===== src/design/ibc_map.vh =====
// Register map, field positions and reset values of the collision-aware master
`ifndef IBC_MAP_VH
`define IBC_MAP_VH

`define IBC_OFS_CTRL      8'h00
`define IBC_OFS_STATUS    8'h04
`define IBC_OFS_RATE      8'h08
`define IBC_OFS_BUFFER    8'h0C
`define IBC_OFS_IRQ_STAT  8'h10
`define IBC_OFS_IRQ_MASK  8'h14

`define IBC_CTRL_START    0
`define IBC_CTRL_RSTART   1
`define IBC_CTRL_STOP     2
`define IBC_CTRL_ACK      3
`define IBC_CTRL_ACKDT    4

`define IBC_ST_FULL       0
`define IBC_ST_ACKSTAT    1
`define IBC_ST_START_SEEN 2
`define IBC_ST_STOP_SEEN  3
`define IBC_ST_BUSY       4

`define IBC_IRQ_COLL      0
`define IBC_IRQ_PORT      1

`define IBC_RATE_RST      7'h09
`define IBC_RESP_OKAY     2'h0
`define IBC_RESP_SLVERR   2'h2

`endif


===== src/design/ibc_bus_collision.v =====
// Two-wire master sequencer with arbitration loss detection and AXI4-Lite regs
//
// The register offsets and register access over AXI4-Lite were chosen for this implementation.
`timescale 1ns/1ps
`include "ibc_map.vh"

module ibc_bus_collision (
    aclk,
    aresetn,
    s_axi_awaddr,
    s_axi_awvalid,
    s_axi_awready,
    s_axi_wdata,
    s_axi_wstrb,
    s_axi_wvalid,
    s_axi_wready,
    s_axi_bresp,
    s_axi_bvalid,
    s_axi_bready,
    s_axi_araddr,
    s_axi_arvalid,
    s_axi_arready,
    s_axi_rdata,
    s_axi_rresp,
    s_axi_rvalid,
    s_axi_rready,
    sda_i,
    sda_o,
    sda_oe,
    scl_i,
    scl_o,
    scl_oe,
    irq
);
    input  wire        aclk;
    input  wire        aresetn;
    input  wire [7:0]  s_axi_awaddr;
    input  wire        s_axi_awvalid;
    output reg         s_axi_awready;
    input  wire [31:0] s_axi_wdata;
    input  wire [3:0]  s_axi_wstrb;
    input  wire        s_axi_wvalid;
    output reg         s_axi_wready;
    output reg  [1:0]  s_axi_bresp;
    output reg         s_axi_bvalid;
    input  wire        s_axi_bready;
    input  wire [7:0]  s_axi_araddr;
    input  wire        s_axi_arvalid;
    output reg         s_axi_arready;
    output reg  [31:0] s_axi_rdata;
    output reg  [1:0]  s_axi_rresp;
    output reg         s_axi_rvalid;
    input  wire        s_axi_rready;
    input  wire        sda_i;
    output reg         sda_o;
    output reg         sda_oe;
    input  wire        scl_i;
    output reg         scl_o;
    output reg         scl_oe;
    output reg         irq;

    localparam [3:0] S_IDLE  = 4'h0;
    localparam [3:0] S_STC1  = 4'h1;
    localparam [3:0] S_STC2  = 4'h2;
    localparam [3:0] S_RSDA  = 4'h3;
    localparam [3:0] S_RSC1  = 4'h4;
    localparam [3:0] S_RSCW  = 4'h5;
    localparam [3:0] S_RSC2  = 4'h6;
    localparam [3:0] S_RSC3  = 4'h7;
    localparam [3:0] S_SPLO  = 4'h8;
    localparam [3:0] S_SPCW  = 4'h9;
    localparam [3:0] S_SPC1  = 4'hA;
    localparam [3:0] S_SPC2  = 4'hB;
    localparam [3:0] S_BLOW  = 4'hC;
    localparam [3:0] S_BSCW  = 4'hD;
    localparam [3:0] S_BHIG  = 4'hE;

    reg  [2:0]  sda_sync_r;
    reg  [2:0]  scl_sync_r;
    reg         sda_f_r;
    reg         scl_f_r;
    reg         sda_prev_r;
    reg  [3:0]  state_r;
    reg  [6:0]  brg_r;
    reg  [6:0]  rate_r;
    reg  [4:0]  ctrl_r;
    reg  [8:0]  shift_r;
    reg  [3:0]  bits_r;
    reg         ack_mode_r;
    reg         full_r;
    reg         ackstat_r;
    reg         start_seen_r;
    reg         stop_seen_r;
    reg  [1:0]  flags_r;
    reg  [1:0]  mask_r;

    wire        wr_go   = s_axi_awvalid && s_axi_wvalid && !s_axi_awready &&
                          !s_axi_bvalid;
    wire        rd_go   = s_axi_arvalid && !s_axi_arready && !s_axi_rvalid;
    wire        wr_lo   = wr_go && s_axi_wstrb[0];
    wire        brg_end = (brg_r == 7'h00);
    wire        idle    = (state_r == S_IDLE);
    wire        wr_map  = (s_axi_awaddr == `IBC_OFS_CTRL) ||
                          (s_axi_awaddr == `IBC_OFS_STATUS) ||
                          (s_axi_awaddr == `IBC_OFS_RATE) ||
                          (s_axi_awaddr == `IBC_OFS_BUFFER) ||
                          (s_axi_awaddr == `IBC_OFS_IRQ_STAT) ||
                          (s_axi_awaddr == `IBC_OFS_IRQ_MASK);
    // The released bit of a byte is the slave's acknowledge, not arbitration
    wire        chk_one = shift_r[8] && !(bits_r == 4'h1 && !ack_mode_r);

    // Filtered line levels only follow once the last two stages agree
    always @(posedge aclk) begin
        if (!aresetn) begin
            sda_sync_r <= 3'h7;
            scl_sync_r <= 3'h7;
            sda_f_r    <= 1'b1;
            scl_f_r    <= 1'b1;
            sda_prev_r <= 1'b1;
        end else begin
            sda_sync_r <= {sda_sync_r[1:0], sda_i};
            scl_sync_r <= {scl_sync_r[1:0], scl_i};
            if (sda_sync_r[1] == sda_sync_r[2])
                sda_f_r <= sda_sync_r[2];
            if (scl_sync_r[1] == scl_sync_r[2])
                scl_f_r <= scl_sync_r[2];
            sda_prev_r <= sda_f_r;
        end
    end

    always @(posedge aclk) begin
        if (!aresetn) begin
            s_axi_awready <= 1'b0;
            s_axi_wready  <= 1'b0;
            s_axi_bvalid  <= 1'b0;
            s_axi_bresp   <= `IBC_RESP_OKAY;
            s_axi_arready <= 1'b0;
            s_axi_rvalid  <= 1'b0;
            s_axi_rresp   <= `IBC_RESP_OKAY;
            s_axi_rdata   <= 32'h0000_0000;
            sda_o         <= 1'b0;
            scl_o         <= 1'b0;
            sda_oe        <= 1'b0;
            scl_oe        <= 1'b0;
            irq           <= 1'b0;
            state_r       <= S_IDLE;
            brg_r         <= 7'h00;
            rate_r        <= `IBC_RATE_RST;
            ctrl_r        <= 5'h00;
            shift_r       <= 9'h000;
            bits_r        <= 4'h0;
            ack_mode_r    <= 1'b0;
            full_r        <= 1'b0;
            ackstat_r     <= 1'b0;
            start_seen_r  <= 1'b0;
            stop_seen_r   <= 1'b0;
            flags_r       <= 2'h0;
            mask_r        <= 2'h0;
        end else begin
            s_axi_awready <= wr_go;
            s_axi_wready  <= wr_go;
            s_axi_arready <= rd_go;
            if (wr_go) begin
                s_axi_bvalid <= 1'b1;
                s_axi_bresp  <= wr_map ? `IBC_RESP_OKAY : `IBC_RESP_SLVERR;
            end else if (s_axi_bready)
                s_axi_bvalid <= 1'b0;
            if (rd_go) begin
                s_axi_rvalid <= 1'b1;
                s_axi_rresp  <= `IBC_RESP_OKAY;
                case (s_axi_araddr)
                    `IBC_OFS_CTRL:     s_axi_rdata <= {27'h0, ctrl_r};
                    `IBC_OFS_STATUS:   s_axi_rdata <= {27'h0, !idle,
                        stop_seen_r, start_seen_r, ackstat_r, full_r};
                    `IBC_OFS_RATE:     s_axi_rdata <= {25'h0, rate_r};
                    `IBC_OFS_BUFFER:   s_axi_rdata <= {24'h0, shift_r[8:1]};
                    `IBC_OFS_IRQ_STAT: s_axi_rdata <= {30'h0, flags_r};
                    `IBC_OFS_IRQ_MASK: s_axi_rdata <= {30'h0, mask_r};
                    default: begin
                        s_axi_rdata <= 32'h0000_0000;
                        s_axi_rresp <= `IBC_RESP_SLVERR;
                    end
                endcase
            end else if (s_axi_rready)
                s_axi_rvalid <= 1'b0;

            // Software writes first so that hardware sets below win
            if (wr_lo) begin
                case (s_axi_awaddr)
                    `IBC_OFS_CTRL:     if (idle) ctrl_r <= s_axi_wdata[4:0];
                    `IBC_OFS_RATE:     rate_r <= s_axi_wdata[6:0];
                    `IBC_OFS_IRQ_STAT:
                        flags_r <= flags_r & ~s_axi_wdata[1:0];
                    `IBC_OFS_IRQ_MASK: mask_r <= s_axi_wdata[1:0];
                    `IBC_OFS_BUFFER:
                        if (idle) begin
                            // Always restarts at the first data bit
                            shift_r    <= {s_axi_wdata[7:0], 1'b1};
                            bits_r     <= 4'h9;
                            ack_mode_r <= 1'b0;
                            full_r     <= 1'b1;
                            state_r    <= S_BLOW;
                            brg_r      <= rate_r;
                            scl_oe     <= 1'b1;
                        end
                    default: ;
                endcase
            end

            // Bus watcher keeps running through and after a collision
            if (scl_f_r && sda_prev_r && !sda_f_r) begin
                start_seen_r <= 1'b1;
                stop_seen_r  <= 1'b0;
            end
            if (scl_f_r && !sda_prev_r && sda_f_r) begin
                start_seen_r <= 1'b0;
                stop_seen_r  <= 1'b1;
                flags_r[`IBC_IRQ_PORT] <= 1'b1;
            end

            if (!brg_end)
                brg_r <= brg_r - 7'h01;

            case (state_r)
                S_IDLE: begin
                    if (ctrl_r[`IBC_CTRL_START]) begin
                        if (!sda_f_r || !scl_f_r)
                            state_r <= S_IDLE;
                        else begin
                            state_r <= S_STC1;
                            brg_r   <= rate_r;
                        end
                    end else if (ctrl_r[`IBC_CTRL_RSTART]) begin
                        sda_oe  <= 1'b0;
                        state_r <= S_RSDA;
                    end else if (ctrl_r[`IBC_CTRL_STOP]) begin
                        sda_oe  <= 1'b1;
                        state_r <= S_SPLO;
                    end else if (ctrl_r[`IBC_CTRL_ACK]) begin
                        shift_r    <= {ctrl_r[`IBC_CTRL_ACKDT], 8'h00};
                        bits_r     <= 4'h1;
                        ack_mode_r <= 1'b1;
                        scl_oe     <= 1'b1;
                        brg_r      <= rate_r;
                        state_r    <= S_BLOW;
                    end
                end
                S_STC1: begin
                    if (!sda_f_r || brg_end) begin
                        sda_oe  <= 1'b1;
                        brg_r   <= rate_r;
                        state_r <= S_STC2;
                    end
                end
                S_STC2: begin
                    // SCL is not checked here: the other master lost first
                    if (brg_end) begin
                        scl_oe  <= 1'b1;
                        ctrl_r[`IBC_CTRL_START] <= 1'b0;
                        flags_r[`IBC_IRQ_PORT]  <= 1'b1;
                        state_r <= S_IDLE;
                    end
                end
                S_RSDA: begin
                    if (sda_f_r) begin
                        brg_r   <= rate_r;
                        state_r <= S_RSC1;
                    end
                end
                S_RSC1: begin
                    if (brg_end) begin
                        scl_oe  <= 1'b0;
                        state_r <= S_RSCW;
                    end
                end
                S_RSCW: begin
                    if (scl_f_r && sda_f_r) begin
                        brg_r   <= rate_r;
                        state_r <= S_RSC2;
                    end
                end
                S_RSC2: begin
                    if (brg_end) begin
                        sda_oe  <= 1'b1;
                        brg_r   <= rate_r;
                        state_r <= S_RSC3;
                    end
                end
                S_RSC3: begin
                    if (brg_end) begin
                        scl_oe  <= 1'b1;
                        ctrl_r[`IBC_CTRL_RSTART] <= 1'b0;
                        flags_r[`IBC_IRQ_PORT]   <= 1'b1;
                        state_r <= S_IDLE;
                    end
                end
                S_SPLO: begin
                    if (!sda_f_r) begin
                        scl_oe  <= 1'b0;
                        state_r <= S_SPCW;
                    end
                end
                S_SPCW: begin
                    if (scl_f_r) begin
                        brg_r   <= rate_r;
                        state_r <= S_SPC1;
                    end
                end
                S_SPC1: begin
                    if (brg_end) begin
                        sda_oe  <= 1'b0;
                        brg_r   <= rate_r;
                        state_r <= S_SPC2;
                    end
                end
                S_SPC2: begin
                    // Lets the released SDA settle through the filter first
                    if (brg_end) begin
                        ctrl_r[`IBC_CTRL_STOP] <= 1'b0;
                        flags_r[`IBC_IRQ_PORT] <= 1'b1;
                        state_r <= S_IDLE;
                    end
                end
                S_BLOW: begin
                    sda_oe <= !shift_r[8];
                    if (brg_end) begin
                        scl_oe  <= 1'b0;
                        state_r <= S_BSCW;
                    end
                end
                S_BSCW: begin
                    if (scl_f_r) begin
                        brg_r   <= rate_r;
                        state_r <= S_BHIG;
                    end
                end
                S_BHIG: begin
                    if (brg_end) begin
                        scl_oe <= 1'b1;
                        if (bits_r == 4'h1) begin
                            if (!ack_mode_r)
                                ackstat_r <= sda_f_r;
                            full_r  <= 1'b0;
                            sda_oe  <= 1'b0;
                            ctrl_r[`IBC_CTRL_ACK]  <= 1'b0;
                            flags_r[`IBC_IRQ_PORT] <= 1'b1;
                            state_r <= S_IDLE;
                        end else begin
                            shift_r <= {shift_r[7:0], 1'b0};
                            bits_r  <= bits_r - 4'h1;
                            brg_r   <= rate_r;
                            state_r <= S_BLOW;
                        end
                    end
                end
                default: state_r <= S_IDLE;
            endcase

            // Arbitration loss overrides whatever the sequencer chose
            if ((idle && ctrl_r[`IBC_CTRL_START] &&
                    (!sda_f_r || !scl_f_r)) ||
                (state_r == S_STC1 && sda_f_r && !scl_f_r) ||
                (state_r == S_RSCW && scl_f_r && !sda_f_r) ||
                (state_r == S_RSC2 && !scl_f_r && !sda_oe) ||
                (state_r == S_SPC1 && !scl_f_r) ||
                (state_r == S_SPC2 && brg_end && !sda_f_r) ||
                (state_r == S_BHIG && chk_one && !sda_f_r)) begin
                state_r <= S_IDLE;
                sda_oe  <= 1'b0;
                scl_oe  <= 1'b0;
                full_r  <= 1'b0;
                ctrl_r[3:0] <= 4'h0;
                flags_r[`IBC_IRQ_COLL] <= 1'b1;
            end

            irq <= |(flags_r & mask_r);
        end
    end

endmodule // ibc_bus_collision


===== config.mk =====
export PLATFORM = sky130hd
export DESIGN_NAME = ibc_bus_collision
export DESIGN_NICKNAME = d
export VERILOG_FILES = /design/src/design/ibc_bus_collision.v
export VERILOG_INCLUDE_DIRS = /design/src /design/src/design
export SDC_FILE = /design/constraint.sdc
export NUM_CORES = 1
export LEC_CHECK = 0
export ABC_AREA = 1
export BUFFER_PORTS_ARGS = -buffer_cell sky130_fd_sc_hd__buf_2
export CAP_MARGIN = 20
export CORE_MARGIN = 8
export CORE_UTILIZATION = 45
export CTS_CLUSTER_DIAMETER = 200
export DETAILED_ROUTE_END_ITERATION = 7
export HOLD_SLACK_MARGIN = 0.03
export PLACE_DENSITY = 0.69
export REMOVE_ABC_BUFFERS = 1
export SYNTH_ARGS = -nofsm -noshare
export SYNTH_HDL_FRONTEND = slang
export SYNTH_SLANG_ARGS = --single-unit

===== constraint.sdc =====
create_clock -name aclk -period 2 [get_ports aclk]
set_input_delay 0.3 -clock aclk [delete_from_list [all_inputs] [get_ports aclk]]
set_output_delay 0.3 -clock aclk [all_outputs]
set_load 0.01 [all_outputs]

==> results.md <==
- The global routing usage summed across all routing layers is 23.7%.
- The clock passes through at most 2 buffers.
- The number of warnings printed during yosys synthesis is 0.
- Entering global routing, the biggest net connects 27 pins.
- The minimum setup slack among reg-to-reg paths is 0.11 ns.
- After detailed routing, the number of remaining DRC violations is 0.
- The first routing iteration left 382 violations.
- The most frequently used flop master after synthesis is sky130_fd_sc_hd__dfxtp_1.
- The later pin in the worst-skew pair is clocked with a latency of 0.35 ns.
- For the worst flop-to-flop path, the logic depth is 15.
- The via total after detailed routing is between 5k and 6k.
- In the layout the commonest cells are 171 x sky130_fd_sc_hd__nand2_1, 82 x sky130_fd_sc_hd__inv_1, 72 x sky130_fd_sc_hd__nor2_1.
- The number of fill cells in the layout is 1008.
- Data on the critical path is required at its endpoint by 2.26 ns.
- The type of the tightest min-delay check is input pin to register.
- The count of non-filler cells in the finished layout is 963.
- The count of pins on the block boundary is 107.
- Measured along the y axis, the die boundary spans 117 microns.
- The share of cells above drive strength 1 is 22.0%.
- Tracing the worst setup path back leads to its startpoint at brg_r[0]$_SDFF_PN0_.
- The worst reg2reg path endpoint is brg_r[3]$_SDFF_PN0_.
- The flow ran to the end, and the final reports show no timing, DRC or antenna violations.
- The number of placed instances with taps included is approximately 940.
- The floorplan step defined a die boundary enclosing 13600 sq um.
- After detailed routing, the number of vias per cell comes to 5.31.
- The leakage power is 2.69 nW.
- The count of standard-cell rows is 36.
- Across the VDD grid, the largest voltage drop is 0.000544 V.
- The initial antenna violation count is 0.
- STA classifies the critical path startpoint as a register.
- The post-route clock period utilization is 94.6%.
- Setup repair after global routing could not meet its margin everywhere.
- The total area of multi-input combinational cells is 2650 sq um.
- In the final timing run, aggregate negative setup slack is 0 ns.
- Cells fill 56.6% of the core in the end.
- After global routing the overflow that remains totals 0.
- In this run the standard cell core region covers 9770 sq um.
- At the end of routability-driven placement, the weighted congestion stood at 0.909.
- Buffers inserted during clock tree synthesis total 9.
- The max-cap violation count is 0.
- The timing-limited maximum frequency is between 0.5 and 0.6 GHz.
- The launch point of the worst reg-to-reg path is brg_r[0]$_SDFF_PN0_.
- The first global-routing pass estimated 25.2 mm of wire.
- The instance count along the most critical hold path is 2.
- The final setup slack of the worst path is 0.109 ns.
- Yosys mapped a number of flops with a built-in enable equal to 0.
- The completed layout was analyzed and its total power is 4.73 mW.
- After clock tree synthesis, the clock-pin slew on the worst setup and hold paths is 0.08 ns.
- The number of distinct standard cells referenced by the synthesized netlist is 41.
- The tree is rooted in a sky130_fd_sc_hd__clkbuf_8.
- Setup violations remaining at the end of the flow were counted as 0.
- The synthesized design contains 71 register bits.
- Relative to the synthesized area, the layout overhead comes to 21.6%.
- Timing analysis after detailed placement gives a worst setup slack of about 0.063 ns.
- The mapped netlist covers 4550 sq um.
- The final-report max-slew violation count came to 0.
- The top fanout value on the critical path is 9.
- The worst hold path terminates at sda_sync_r[0]$_SDFF_PN1_.
- The first-pass detailed-route iteration total is 5.
- The share of synthesized registers carrying an async set or reset is 0%.
- The start-to-end type of the worst setup path is register to register.
- The worst hold path begins at sda_i.
- Dividing the synthesized area by the synthesized cell count gives 6.31 sq um.
- The number of nets at the end of the flow is a little under 900.
- For this block, the routed nets add up to between 15 and 20 mm of wire.
- For the finished layout, the period the worst path requires is approximately 1.9 ns.
- Detailed placement ended at an HPWL of 12.4 mm.
- For this configuration, the core starts out at a cell density of 46.5%.
- The clock tree from TritonCTS is yes.
- The number of cells produced by synthesis is just over 700.
- The routed wire length per instance is 16.1 microns.
- The count of antenna diodes in the layout is 0.
- The most common library cell in the layout ignoring fill and taps is sky130_fd_sc_hd__nand2_1.
- Clock tree synthesis found a total of 71 sinks.
- STA classifies the critical path endpoint as a register.
- The final worst clock skew is 0.00945 ns.
- Measured along the x axis, the die boundary spans around 120 microns.
- The number of antenna-violating nets in the routed design is 0.
- The total area of sequential cells is 1430 sq um.
- At the worst endpoint, the arrival time is 2.15 ns.
- The hold violation count in the final report is 0.
- The count of port buffers added during placement is 51.
- After synthesis, flip-flops and latches occupy a little under a third of the total area.
- In this run the number of H-tree levels came out at 3.
- The number of global-route vias before repair is 5130.
- In this run the power density over the cells is 855 nW/um^2.
==> synthesized netlist by cell type, drive strengths merged (5+ instances only) <==
cell,instances,area [sq um]
clkbuf,8,30.0
inv,91,342
o211ai,11,82.6
nor3,12,76.3
or2,9,56.3
o2111ai,5,43.8
o21ai,53,265
dfxtp,71,1420
nand4,9,56.3
nand2,185,724
o22ai,13,81.3
nor2,85,352
buf,35,255
nand3,55,290
a21oi,51,255
==> how the worst max path moves through the flow <==
stage / endpoint / cells past startpoint
floorplan: bits_r[2]$_SDFF_PN0_ / 8
global placement: brg_r[6]$_SDFF_PN0_ / 11
detailed placement: brg_r[6]$_SDFF_PN0_ / 11
CTS: brg_r[6]$_SDFF_PN0_ / 11
global route: brg_r[6]$_SDFF_PN0_ / 16
finish: brg_r[3]$_SDFF_PN0_ / 15
==> metrics by stage <==
step	area, sq um	hold WS, ns
3_3_place_gp	5190	0.394
5_1_grt	5530	0.126
3_5_place_dp	5190	0.415
4_1_cts	5410	0.114
6_report	5530	0.124
2_1_floorplan	4370	0.390
==> routing by layer <==
metal  GRT usage [%]  vias to the layer above  part of all wire, %
li1                -                     2524                    -
met1            29.8                     2326                   45
met2            38.7                      231                   45
met3            4.76                       35                  7.8
met4            9.98                        0                  2.6
met5               0                        -                    0
==> kinds of logic (layout without fill, tap and decap cells) <==
| kind of cell | after synthesis | in the layout | share of synthesized area, % |
|---|---|---|---|
| and+or+nand+nor | 359 | 359 | 34.8 |
| adders and majority gates | 4 | 4 | 1.10 |
| other | 1 | 28 | 0.0824 |
| buffers and inverters | 137 | 219 | 14.0 |
| xor gates and xnor gates | 1 | 1 | 0.193 |
| DFF | 71 | 71 | 31.2 |
| AOI/OAI and AO/OA | 148 | 148 | 18.5 |
==> flip-flops by register name, summed over array words and instances, names as in the netlist, 2 cells and up <==
signal,count
bits_r,4
brg_r,7
ctrl_r,5
flags_r,2
mask_r,2
rate_r,7
s_axi_rdata,8
scl_sync_r,3
sda_sync_r,3
shift_r,9
state_r,4
==> timing repair <==
item,in CTS,in global routing
resized for setup,0,30
endpoints found under the setup margin,0,24
hold buffers,0,0
buffers inserted,0,6
==> layout make-up <==
class / instances / share of cell area, %
clock buffer: 10 / 2.31
clock inverter: 6 / 1.70
inverter: 94 / 6.47
multi-input combinational: 540 / 47.9
sequential: 71 / 25.8
tap: 133 / 3.01
timing repair buffer: 109 / 12.8
==> worst max-delay path, cell delays in order (launching register included) <==
cell,delay [ns]
sky130_fd_sc_hd__dfxtp_2,0.34
sky130_fd_sc_hd__inv_1,0.05
sky130_fd_sc_hd__ha_1,0.18
sky130_fd_sc_hd__nand2_1,0.08
sky130_fd_sc_hd__nor2_2,0.04
sky130_fd_sc_hd__nand2_2,0.15
sky130_fd_sc_hd__clkinv_4,0.11
sky130_fd_sc_hd__buf_4,0.18
sky130_fd_sc_hd__a21oi_1,0.13
sky130_fd_sc_hd__o21ai_0,0.16
sky130_fd_sc_hd__nand3_1,0.10
sky130_fd_sc_hd__nand2_1,0.05
sky130_fd_sc_hd__nand2_1,0.05
sky130_fd_sc_hd__nand3_1,0.07
sky130_fd_sc_hd__nand2_1,0.06
sky130_fd_sc_hd__inv_1,0.04
==> power by group <==
| part | internal [mW] | total, mW | switching [mW] | leakage (nW) |
|---|---|---|---|---|
| Clock | 0.712 | 1.31 | 0.600 | 0.107 |
| Combinational | 0.748 | 1.86 | 1.12 | 2.01 |
| Sequential | 1.49 | 1.55 | 0.0591 | 0.578 |
| Total | 2.95 | 4.73 | 1.78 | 2.69 |
(Power assumes the default switching activity.)
